`src/link_credit_map.svh`:
```
// register offsets, field positions, reset values and widths of the link credit capability bank
// assumes inclusion by bare name from packages and modules that need the map
`ifndef LINK_CREDIT_MAP_SVH
`define LINK_CREDIT_MAP_SVH

// ------------------------------------------------------------
// byte offsets on the register bus
// ------------------------------------------------------------
`define OFF_CREDIT_CONTROL 12'h000
`define OFF_AGENT_STATUS 12'h004
`define OFF_LINK_SEND_CAPABILITY 12'h008
`define OFF_LINK_RECEIVE_CAPABILITY 12'h00C

// ------------------------------------------------------------
// field layout
// ------------------------------------------------------------
`define CREDIT_FIELD_W 10
`define MEMORY_FIELD_LSB 0
`define SNOOP_FIELD_LSB 10
`define DATA_FIELD_LSB 20
`define CREDIT_FIELD_MAX 10'h3FF
`define SCOPE_BIT_POS 0
`define LINK_COUNT_LSB 8
`define LINK_COUNT_W 6
`define REQUEST_AGENT_POS 0
`define HOME_AGENT_POS 1

// ------------------------------------------------------------
// reset values
// ------------------------------------------------------------
`define RESET_SCOPE 1'b0
`define RESET_LINK_COUNT 6'h01
`define RESET_WORD 32'h0000_0000

`endif

```
`src/link_credit_pkg.sv`:
```
// types shared by the link credit capability bank
// assumes the map header is reachable by bare name
`include "link_credit_map.svh"

package link_credit_pkg;

  typedef logic [`CREDIT_FIELD_W-1:0] credit_count_t;
  typedef logic [`LINK_COUNT_W-1:0] link_count_t;

  // whole state of the bank top
  typedef struct packed {
    logic pready;
    logic pslverr;
    logic [31:0] prdata;
    logic credit_scope_bit;
    link_count_t link_count;
    logic [31:0] link_send_capability;
    logic [31:0] link_receive_capability;
  } bank_state_s;

endpackage

```
`src/level_sync.sv`:
```
// two flip-flop synchroniser for a group of slow levels
// assumes inputs are quasi-static pins from outside the pclk domain
`timescale 1ns/10ps

module level_sync #(
  parameter int WIDTH = 2
) (
  // clock and reset
  input wire logic pclk,
  input wire logic presetn,
  // levels
  input wire logic [WIDTH-1:0] async_level,
  output logic [WIDTH-1:0] sync_level
);

  typedef struct packed {
    logic [WIDTH-1:0] meta;
    logic [WIDTH-1:0] stable;
  } sync_state_s;

  sync_state_s state_ff;
  sync_state_s nxt_state;

  // meta stage feeds only the stable stage
  always_comb begin
    nxt_state.meta = async_level;
    nxt_state.stable = state_ff.meta;
  end

  always_ff @(posedge pclk or negedge presetn) begin
    if (!presetn) begin
      state_ff <= '0;
    end else begin
      state_ff <= nxt_state;
    end
  end

  assign sync_level = state_ff.stable;

endmodule

```
`src/credit_limit_encoder.sv`:
```
// one 10-bit credit field: per-link value or shared total, saturated, gated by agent presence
// assumes its inputs are already on pclk; purely combinational
`timescale 1ns/10ps
`include "link_credit_map.svh"

module credit_limit_encoder
  import link_credit_pkg::*;
(
  // configuration
  input wire logic [`CREDIT_FIELD_W-1:0] per_link_limit,
  input wire logic [`LINK_COUNT_W-1:0] link_count,
  input wire logic shared_scope,
  input wire logic agent_ok,
  // encoded field
  output logic [`CREDIT_FIELD_W-1:0] field_value
);

  logic [15:0] product;

  // shared pool is the sum of per-link resources, capped at the field's reach
  always_comb begin
    product = 16'(per_link_limit) * 16'(link_count);
    if (!agent_ok) begin
      field_value = '0;
    end else if (!shared_scope) begin
      field_value = per_link_limit;
    end else if (product > 16'(`CREDIT_FIELD_MAX)) begin
      field_value = `CREDIT_FIELD_MAX;
    end else begin
      field_value = product[`CREDIT_FIELD_W-1:0];
    end
  end

endmodule

```
`src/link_credit_capability_regs.sv`:
```
// link credit capability bank: send and receive capability words behind an APB slave
// assumes an APB master on pclk, and agent-presence straps that are static pins
`timescale 1ns/10ps
`include "link_credit_map.svh"

// Summary of operation
// - no request or home agents means memory request send field reads zero.
// - send word bits 19:10 hold outstanding snoop send credits.
// - send word bits 29:20 hold data packet send credits, plain 0 to 1023.
// - scope bit 0 gives per-link counts; 1 gives one total over all links.
// - receive word bits 9:0 hold memory request receive credits.
// - receive word bits 19:10 hold snoop receive credits, plain 0 to 1023.
// - no request agent means snoop receive field reads zero.
// - receive word bits 29:20 hold data packet receive credits.
// - data receive field is a plain binary count from 0 to 1023.
module link_credit_capability_regs
  import link_credit_pkg::*;
#(
  parameter int ADDR_W = 12,
  // per-link send limits
  parameter logic [`CREDIT_FIELD_W-1:0] MEMORY_SEND_PER_LINK = 10'h040,
  parameter logic [`CREDIT_FIELD_W-1:0] SNOOP_SEND_PER_LINK = 10'h020,
  parameter logic [`CREDIT_FIELD_W-1:0] DATA_SEND_PER_LINK = 10'h040,
  // per-link receive limits
  parameter logic [`CREDIT_FIELD_W-1:0] MEMORY_RECEIVE_PER_LINK = 10'h040,
  parameter logic [`CREDIT_FIELD_W-1:0] SNOOP_RECEIVE_PER_LINK = 10'h020,
  parameter logic [`CREDIT_FIELD_W-1:0] DATA_RECEIVE_PER_LINK = 10'h040
) (
  // clock and reset
  input wire logic pclk,
  input wire logic presetn,
  // apb slave
  input wire logic psel,
  input wire logic penable,
  input wire logic pwrite,
  input wire logic [ADDR_W-1:0] paddr,
  input wire logic [31:0] pwdata,
  input wire logic [3:0] pstrb,
  output logic pready,
  output logic [31:0] prdata,
  output logic pslverr,
  // agent presence straps, asynchronous
  input wire logic request_agent_present,
  input wire logic home_agent_present,
  // capability words and scope toward the port logic
  output logic credit_scope_bit,
  output logic [`LINK_COUNT_W-1:0] link_count,
  output logic [31:0] link_send_capability,
  output logic [31:0] link_receive_capability
);

  // ------------------------------------------------------------
  // state
  // ------------------------------------------------------------
  bank_state_s state_ff;
  bank_state_s nxt_state;

  localparam bank_state_s RESET_STATE = '{
    pready: 1'b0,
    pslverr: 1'b0,
    prdata: `RESET_WORD,
    credit_scope_bit: `RESET_SCOPE,
    link_count: `RESET_LINK_COUNT,
    link_send_capability: `RESET_WORD,
    link_receive_capability: `RESET_WORD
  };

  // ------------------------------------------------------------
  // agent presence
  // ------------------------------------------------------------
  logic [1:0] agent_raw;
  logic [1:0] agent_sync;
  logic request_agent;
  logic home_agent;
  logic any_requester;

  assign agent_raw = {home_agent_present, request_agent_present};

  level_sync #(
    .WIDTH(2)
  ) u_agent_sync (
    .pclk(pclk),
    .presetn(presetn),
    .async_level(agent_raw),
    .sync_level(agent_sync)
  );

  assign request_agent = agent_sync[`REQUEST_AGENT_POS];
  assign home_agent = agent_sync[`HOME_AGENT_POS];
  assign any_requester = request_agent | home_agent;

  // ------------------------------------------------------------
  // credit fields
  // ------------------------------------------------------------
  logic [`CREDIT_FIELD_W-1:0] memory_request_send_limit;
  logic [`CREDIT_FIELD_W-1:0] snoop_send_limit;
  logic [`CREDIT_FIELD_W-1:0] data_packet_send_limit;
  logic [`CREDIT_FIELD_W-1:0] memory_request_receive_limit;
  logic [`CREDIT_FIELD_W-1:0] snoop_receive_limit;
  logic [`CREDIT_FIELD_W-1:0] data_packet_receive_limit;

  // memory requests need a requester of either kind
  credit_limit_encoder u_mem_send (
    .per_link_limit(MEMORY_SEND_PER_LINK),
    .link_count(state_ff.link_count),
    .shared_scope(state_ff.credit_scope_bit),
    .agent_ok(any_requester),
    .field_value(memory_request_send_limit)
  );

  // snoops and data are sent whatever agents exist
  credit_limit_encoder u_snp_send (
    .per_link_limit(SNOOP_SEND_PER_LINK),
    .link_count(state_ff.link_count),
    .shared_scope(state_ff.credit_scope_bit),
    .agent_ok(1'b1),
    .field_value(snoop_send_limit)
  );

  credit_limit_encoder u_dat_send (
    .per_link_limit(DATA_SEND_PER_LINK),
    .link_count(state_ff.link_count),
    .shared_scope(state_ff.credit_scope_bit),
    .agent_ok(1'b1),
    .field_value(data_packet_send_limit)
  );

  // receive counts also bound what may be granted to all destinations
  credit_limit_encoder u_mem_rcv (
    .per_link_limit(MEMORY_RECEIVE_PER_LINK),
    .link_count(state_ff.link_count),
    .shared_scope(state_ff.credit_scope_bit),
    .agent_ok(1'b1),
    .field_value(memory_request_receive_limit)
  );

  // only a request agent can take snoops
  credit_limit_encoder u_snp_rcv (
    .per_link_limit(SNOOP_RECEIVE_PER_LINK),
    .link_count(state_ff.link_count),
    .shared_scope(state_ff.credit_scope_bit),
    .agent_ok(request_agent),
    .field_value(snoop_receive_limit)
  );

  // data packets may be taken by any port
  credit_limit_encoder u_dat_rcv (
    .per_link_limit(DATA_RECEIVE_PER_LINK),
    .link_count(state_ff.link_count),
    .shared_scope(state_ff.credit_scope_bit),
    .agent_ok(1'b1),
    .field_value(data_packet_receive_limit)
  );

  // ------------------------------------------------------------
  // word assembly
  // ------------------------------------------------------------
  logic [31:0] send_word;
  logic [31:0] receive_word;

  always_comb begin
    send_word = `RESET_WORD;
    send_word[`MEMORY_FIELD_LSB +: `CREDIT_FIELD_W] = memory_request_send_limit;
    send_word[`SNOOP_FIELD_LSB +: `CREDIT_FIELD_W] = snoop_send_limit;
    send_word[`DATA_FIELD_LSB +: `CREDIT_FIELD_W] = data_packet_send_limit;
    send_word[31:30] = 2'b00;
  end

  always_comb begin
    receive_word = `RESET_WORD;
    receive_word[`MEMORY_FIELD_LSB +: `CREDIT_FIELD_W] = memory_request_receive_limit;
    receive_word[`SNOOP_FIELD_LSB +: `CREDIT_FIELD_W] = snoop_receive_limit;
    receive_word[`DATA_FIELD_LSB +: `CREDIT_FIELD_W] = data_packet_receive_limit;
    receive_word[31:30] = 2'b00;
  end

  // ------------------------------------------------------------
  // bus decode
  // ------------------------------------------------------------
  logic setup_phase;
  logic access_done;
  logic aligned;
  logic hit_control;
  logic hit_status;
  logic hit_send;
  logic hit_receive;
  logic mapped;
  logic [11:0] word_addr;

  assign setup_phase = psel & ~penable;
  // a transfer ends at the edge where pready is seen high in the access phase
  assign access_done = psel & penable & state_ff.pready;
  assign word_addr = 12'(paddr);
  assign aligned = (paddr[1:0] == 2'h0);
  // one aligned word per offset; anything else selects nothing and is refused
  always_comb begin
    hit_control = 1'b0;
    hit_status = 1'b0;
    hit_send = 1'b0;
    hit_receive = 1'b0;
    if (aligned) begin
      unique case (word_addr)
        `OFF_CREDIT_CONTROL: begin
          hit_control = 1'b1;
        end
        `OFF_AGENT_STATUS: begin
          hit_status = 1'b1;
        end
        `OFF_LINK_SEND_CAPABILITY: begin
          hit_send = 1'b1;
        end
        `OFF_LINK_RECEIVE_CAPABILITY: begin
          hit_receive = 1'b1;
        end
        default: begin
        end
      endcase
    end
  end
  assign mapped = hit_control | hit_status | hit_send | hit_receive;

  // ------------------------------------------------------------
  // read data
  // ------------------------------------------------------------
  logic [31:0] control_word;
  logic [31:0] status_word;
  logic [31:0] read_word;

  always_comb begin
    control_word = `RESET_WORD;
    control_word[`SCOPE_BIT_POS] = state_ff.credit_scope_bit;
    control_word[`LINK_COUNT_LSB +: `LINK_COUNT_W] = state_ff.link_count;
  end

  always_comb begin
    status_word = `RESET_WORD;
    status_word[`REQUEST_AGENT_POS] = request_agent;
    status_word[`HOME_AGENT_POS] = home_agent;
  end

  // read from the registered words so a read sees one coherent snapshot
  always_comb begin
    read_word = `RESET_WORD;
    unique case (1'b1)
      hit_control: begin
        read_word = control_word;
      end
      hit_status: begin
        read_word = status_word;
      end
      hit_send: begin
        read_word = state_ff.link_send_capability;
      end
      hit_receive: begin
        read_word = state_ff.link_receive_capability;
      end
      default: begin
        read_word = `RESET_WORD;
      end
    endcase
  end

  // ------------------------------------------------------------
  // response
  // ------------------------------------------------------------
  logic answer_error;
  logic [31:0] answer_data;

  // writes answer with zero data; refused addresses raise the error and return zero
  always_comb begin
    answer_error = ~mapped;
    answer_data = `RESET_WORD;
    if (!pwrite && mapped) begin
      answer_data = read_word;
    end
  end

  // ------------------------------------------------------------
  // next state
  // ------------------------------------------------------------
  logic write_control;

  // writes to the capability words fall through here and change nothing
  assign write_control = access_done & pwrite & hit_control;

  // ------------------------------------------------------------
  // control write lanes
  // ------------------------------------------------------------
  logic scope_write;
  logic count_write;
  logic written_scope;
  logic [`LINK_COUNT_W-1:0] written_link_count;

  // lane 0 carries the scope bit, lane 1 the link count; other lanes are ignored
  assign scope_write = write_control & pstrb[0];
  assign count_write = write_control & pstrb[1];
  assign written_scope = pwdata[`SCOPE_BIT_POS];
  assign written_link_count = pwdata[`LINK_COUNT_LSB +: `LINK_COUNT_W];

  always_comb begin
    nxt_state = state_ff;
    // capability words track their sources every cycle
    nxt_state.link_send_capability = send_word;
    nxt_state.link_receive_capability = receive_word;
    if (setup_phase) begin
      // one wait-free access phase: answer is ready for the edge that ends it
      nxt_state.pready = 1'b1;
      nxt_state.pslverr = answer_error;
      nxt_state.prdata = answer_data;
    end else if (access_done) begin
      nxt_state.pready = 1'b0;
      nxt_state.pslverr = 1'b0;
      nxt_state.prdata = `RESET_WORD;
    end
    if (scope_write) begin
      nxt_state.credit_scope_bit = written_scope;
    end
    if (count_write) begin
      nxt_state.link_count = written_link_count;
    end
  end

  always_ff @(posedge pclk or negedge presetn) begin
    if (!presetn) begin
      state_ff <= RESET_STATE;
    end else begin
      state_ff <= nxt_state;
    end
  end

  // ------------------------------------------------------------
  // outputs
  // ------------------------------------------------------------
  // every output is a flop of the state struct
  assign pready = state_ff.pready;
  assign prdata = state_ff.prdata;
  assign pslverr = state_ff.pslverr;
  assign credit_scope_bit = state_ff.credit_scope_bit;
  assign link_count = state_ff.link_count;
  assign link_send_capability = state_ff.link_send_capability;
  assign link_receive_capability = state_ff.link_receive_capability;

endmodule

```
`config.mk`:
```
export PLATFORM = sky130hd
export DESIGN_NAME = link_credit_capability_regs
export DESIGN_NICKNAME = d
export VERILOG_FILES = /design/src/link_credit_pkg.sv /design/src/level_sync.sv /design/src/credit_limit_encoder.sv /design/src/link_credit_capability_regs.sv
export VERILOG_INCLUDE_DIRS = /design/src
export SDC_FILE = /design/constraint.sdc
export NUM_CORES = 1
export LEC_CHECK = 0
export BUFFER_PORTS_ARGS = -buffer_cell sky130_fd_sc_hd__buf_2
export CORE_MARGIN = 4
export CORE_UTILIZATION = 35
export DETAILED_ROUTE_END_ITERATION = 10
export PLACE_DENSITY_LB_ADDON = 0.25
export SYNTH_ARGS = -nofsm -noshare
export SYNTH_HDL_FRONTEND = slang
export SYNTH_HIERARCHICAL = 1
export SYNTH_SLANG_ARGS = --single-unit
```
`constraint.sdc`:
```
create_clock -name pclk -period 4.3 [get_ports pclk]
set_input_delay 0.215 -clock pclk [delete_from_list [all_inputs] [get_ports pclk]]
set_output_delay 0.215 -clock pclk [all_outputs]
set_load 0.005 [all_outputs]
```
==> tab_implementation.tex <==
\begin{tabular}{lr}
\hline
Metric & Value \\
\hline
\multicolumn{2}{l}{\textbf{STA}} \\
Endpoints failing setup & 0 \\
Tcrit/Tclk final & 0.880 \\
Worst Max-Slew Pin Slew & about 0.9 ns \\
Final hold violations & 0 \\
RSZ-0062 raised after global routing & no \\
Setup TNS after final layout & 0 ns \\
Max-slew violation count & 0 \\
Post-layout min period & 3.78 ns \\
Highest Clock Rate & 264 MHz \\
Max-Slew Margin vs Limit & 0.399 \\
Skew final & 0.0126 ns \\
\multicolumn{2}{l}{\textbf{CTS}} \\
Clock root buffer master & clkbuf\_16 \\
Buffers from clock root to sink, at most & 2 \\
CTS clock-pin slew for the worst setup and hold paths & $\sim$0.08 ns \\
CTS-repair resized insts & 0 \\
Number of levels in the clock H-tree & 3 \\
Count of clock tree sinks & 103 \\
Total CTS buffers & 9 \\
CTS tree & done \\
Later-pin clock latency in the skew report & roughly 0.38 ns \\
\multicolumn{2}{l}{\textbf{Drt}} \\
Iteration count of the initial detailed-routing pass & 5 \\
Post-DR vias/cell & 4.30 \\
Overall via count from detail\_route & 12700 \\
Number of violations reported at the end of detailed-routing iteration 0 & 421 \\
Remaining antenna violation count & 0 \\
Total DRC errors in the routed layout & 0 \\
Final routed wire length divided by cell count & 12.9 um \\
Total wirelength of the detailed-routed design & 38300 um \\
\multicolumn{2}{l}{\textbf{Worst hold path}} \\
Cell depth of the worst hold path & 2 \\
Hold Crit Class & input pin to flop \\
\multicolumn{2}{l}{\textbf{Floorplanning}} \\
Area of the core & 0.0454 mm\^{}2 \\
Number of cell rows & 78 \\
Initial core utilization & 0.354 \\
Area of the die & 0.0495 mm\^{}2 \\
Vertical extent of the die & between 200 and 250 um \\
IO Count & 160 \\
Die W & 222 um \\
\multicolumn{2}{l}{\textbf{Global routing}} \\
First-pass GRT wire length & 65100 um \\
Grt total ovfl & 0 \\
Vias in the first global route & around 13000 \\
Total routing usage reported by global routing & 0.159 \\
Antenna violations before repair & 1 \\
Pin count of the biggest net entering global routing & 74 \\
\multicolumn{2}{l}{\textbf{Setup path}} \\
Crit path launch type & flop \\
Highest fanout seen on the critical path & 13 \\
Peak per-stage delay on the critical path & 0.59 ns \\
Slowest-stage cell, CP & dfrtp\_2 \\
Cell Chain, Critical Path & and2\_1 > fa\_1 > fa\_1 > inv\_1 > fa\_1 > inv\_1 > ha\_1 > inv\_1 > o2111ai\_1 > or4\_4 > nor2\_4 > a31oi\_1 \\
WS Path Type & flop to flop \\
R2R depth & 12 \\
Kind of capture point of the worst setup path & flop \\
Required time at the endpoint of the critical path & 4.43 ns \\
Critical path arrival & a little under 4 ns \\
\multicolumn{2}{l}{\textbf{Final layout}} \\
Total area of multi-input combinational cells & 0.0137 mm\^{}2 \\
Most frequent cells in the layout & conb\_1, inv\_1, and2\_1 \\
Most frequent standard cell in the layout excluding fill and tap cells & conb\_1 \\
Fillers & between 4000 and 5000 \\
Proportion of layout cells with a drive suffix above 1 & 0.101 \\
Area added between synthesis and finish & 21.0\% \\
Total Nets Final & 2752 \\
Final instance area & just under 0.02 mm\^{}2 \\
Sequential Area & 0.00259 mm\^{}2 \\
\multicolumn{2}{l}{\textbf{Run}} \\
Max-cap violations & 0 \\
\multicolumn{2}{l}{\textbf{Place}} \\
Count of buffers inserted at the top-level ports & roughly 130 \\
Area post-placement & 0.0191 mm\^{}2 \\
Routability congestion estimate & between 0.8 and 0.9 \\
Half-perimeter wire length after detailed placement & a little over 30000 um \\
\multicolumn{2}{l}{\textbf{Pwr}} \\
Power share of the clock group & 0.396 \\
Leak & $\sim$11 nW \\
Proportion of power drawn by combinational gates & 0.105 \\
Share of total power consumed by net switching & 0.283 \\
Internal power & 1.48 mW \\
Cell Pwr Density & 106 mW/mm\^{}2 \\
Switching power total & 584 uW \\
Worst vdd rail ir drop & 0.000151 V \\
Sequential Power Share & 0.499 \\
\multicolumn{2}{l}{\textbf{Run status}} \\
Run status & complete, no violations \\
\multicolumn{2}{l}{\textbf{Logic synthesis}} \\
Fraction of synthesis flops using an asynchronous set or reset pin & 1.00 \\
Netlist Area Pre-Place & approximately 0.016 mm\^{}2 \\
Prevailing post-synth register cell & dfrtp\_1 \\
Syn Area/Cell & $\sim$8.9 um\^{}2 \\
Synth warn & 6 \\
Number of distinct library cells after synthesis & 70 \\
Post-synth EDFFs & 0 \\
Share of synthesized area occupied by flip-flops and latches & 0.160 \\
Register bit total from synthesis & between 100 and 150 \\
Synthesized instance count & 1798 \\
\hline
\end{tabular}
==> routing by layer <==
layer,up-vias,share of wire,GRT usage
li1,6487,-,-
met1,6062,0.46,0.208
met2,146,0.50,0.286
met3,33,0.023,0.0159
met4,0,0.017,0.0384
met5,-,0,0
==> synth_stat cells, types with 6 or more instances <==
library cell,count,share of area
a211oi_1,6,0.0028
a21o_1,28,0.013
a21oi_1,43,0.013
a22oi_1,6,0.0028
a31oi_1,56,0.022
and2_1,283,0.11
and3_1,6,0.0023
buf_4,6,0.0028
clkbuf_1,34,0.0079
dfrtp_1,102,0.16
fa_1,198,0.25
ha_1,144,0.11
inv_1,341,0.080
mux2_2,8,0.0056
mux2_4,6,0.0056
mux2i_1,30,0.019
nand2_1,136,0.032
nand2b_1,19,0.0074
nand3_1,28,0.0087
nand4_1,10,0.0039
nor2_1,28,0.0065
o2111ai_1,6,0.0033
o211ai_1,13,0.0061
o21a_1,6,0.0028
o21ai_0,89,0.028
o21ai_1,24,0.0075
o21bai_1,8,0.0037
or4_4,6,0.0042
xnor2_1,29,0.016
xor2_1,17,0.0093
==> cell families (layout without fill, tap and decap cells) <==
group | count (synthesis) | in the layout | share of synthesized area
and+or+nand+nor | 540 | 540 | 0.193
buffers and inverters | 387 | 514 | 0.0920
adders and majority gates | 342 | 342 | 0.358
AOI/OAI and AO/OA | 332 | 332 | 0.139
DFF | 103 | 103 | 0.160
xor gates and xnor gates | 46 | 46 | 0.0250
muxes | 46 | 46 | 0.0320
other | 2 | 439 | 0.000467
==> critical path: cells and delay by family, from the launching register on <==
kind | cells | cell delay (ns)
adders and majority gates | 4 | 1.40
and+or+nand+nor | 3 | 0.95
DFF | 1 | 0.59
AOI/OAI and AO/OA | 2 | 0.36
buffers and inverters | 3 | 0.24
==> layout make-up <==
cell class	instances	share of cell area
tap	600	0.0386
inverter	341	0.0658
clock inverter	6	0.00283
clock buffer	10	0.0118
sequential	103	0.133
timing repair buffer	157	0.0455
antenna	2	0.000257
multi-input combinational	1743	0.702
==> timing repair <==
| action | CTS | global route |
|---|---|---|
| buffers inserted | 0 | 0 |
| endpoints found under the hold margin | 33 | 0 |
| setup endpoints to repair | 0 | 0 |
| hold buffers | 3 | 0 |
==> sequential cells by signal, indices dropped and copies added (netlist names) <==
register	flops
pslverr	1
u_agent_sync/nxt_state	2
link_send_capability	30
prdata	30
link_count	6
u_agent_sync/sync_level	2
pready	1
credit_scope_bit	1
link_receive_capability	30
==> power by group through the flow <==
stage | registers, mW | logic (mW) | clock network, mW
CTS | 1.03 | 0.213 | 0.851
global placement | 1.05 | 0.208 | 0
floorplan | 1.04 | 0.111 | 0
finish | 1.03 | 0.217 | 0.817
detailed placement | 1.05 | 0.210 | 0
global route | 1.03 | 0.260 | 0.878
==> through the flow <==
step | util | total power [mW] | std cells | hold WS (ns) | setup WS [ns]
after floorplan | - | 1.15 | 2233 | -0.0806 | 0.456
after global placement | 0.422 | 1.26 | 2941 | 0.335 | 0.546
after detailed placement | 0.422 | 1.26 | 2941 | 0.335 | 0.535
after CTS | 0.429 | 2.09 | 2960 | 0.0430 | 0.504
after global routing | 0.429 | 2.17 | 2960 | 0.0615 | 0.290
final | 0.429 | 2.06 | 2962 | 0.0688 | 0.516
==> final timing paths <==
kind                                            from                           to  slack, ns
hold / removal                             pwdata[0]             credit_scope_bit       0.07
max in group asynchronous                    presetn                   prdata[25]       2.77
hold reg to reg            u_agent_sync/nxt_state[1]   u_agent_sync/sync_level[1]       0.35
setup reg to reg                       link_count[5]     link_send_capability[19]       0.52
setup / recovery                       link_count[5]     link_send_capability[19]       0.52
min in group asynchronous                    presetn  link_receive_capability[16]       0.50
No activity file was read; power rests on OpenSTA's default activity.
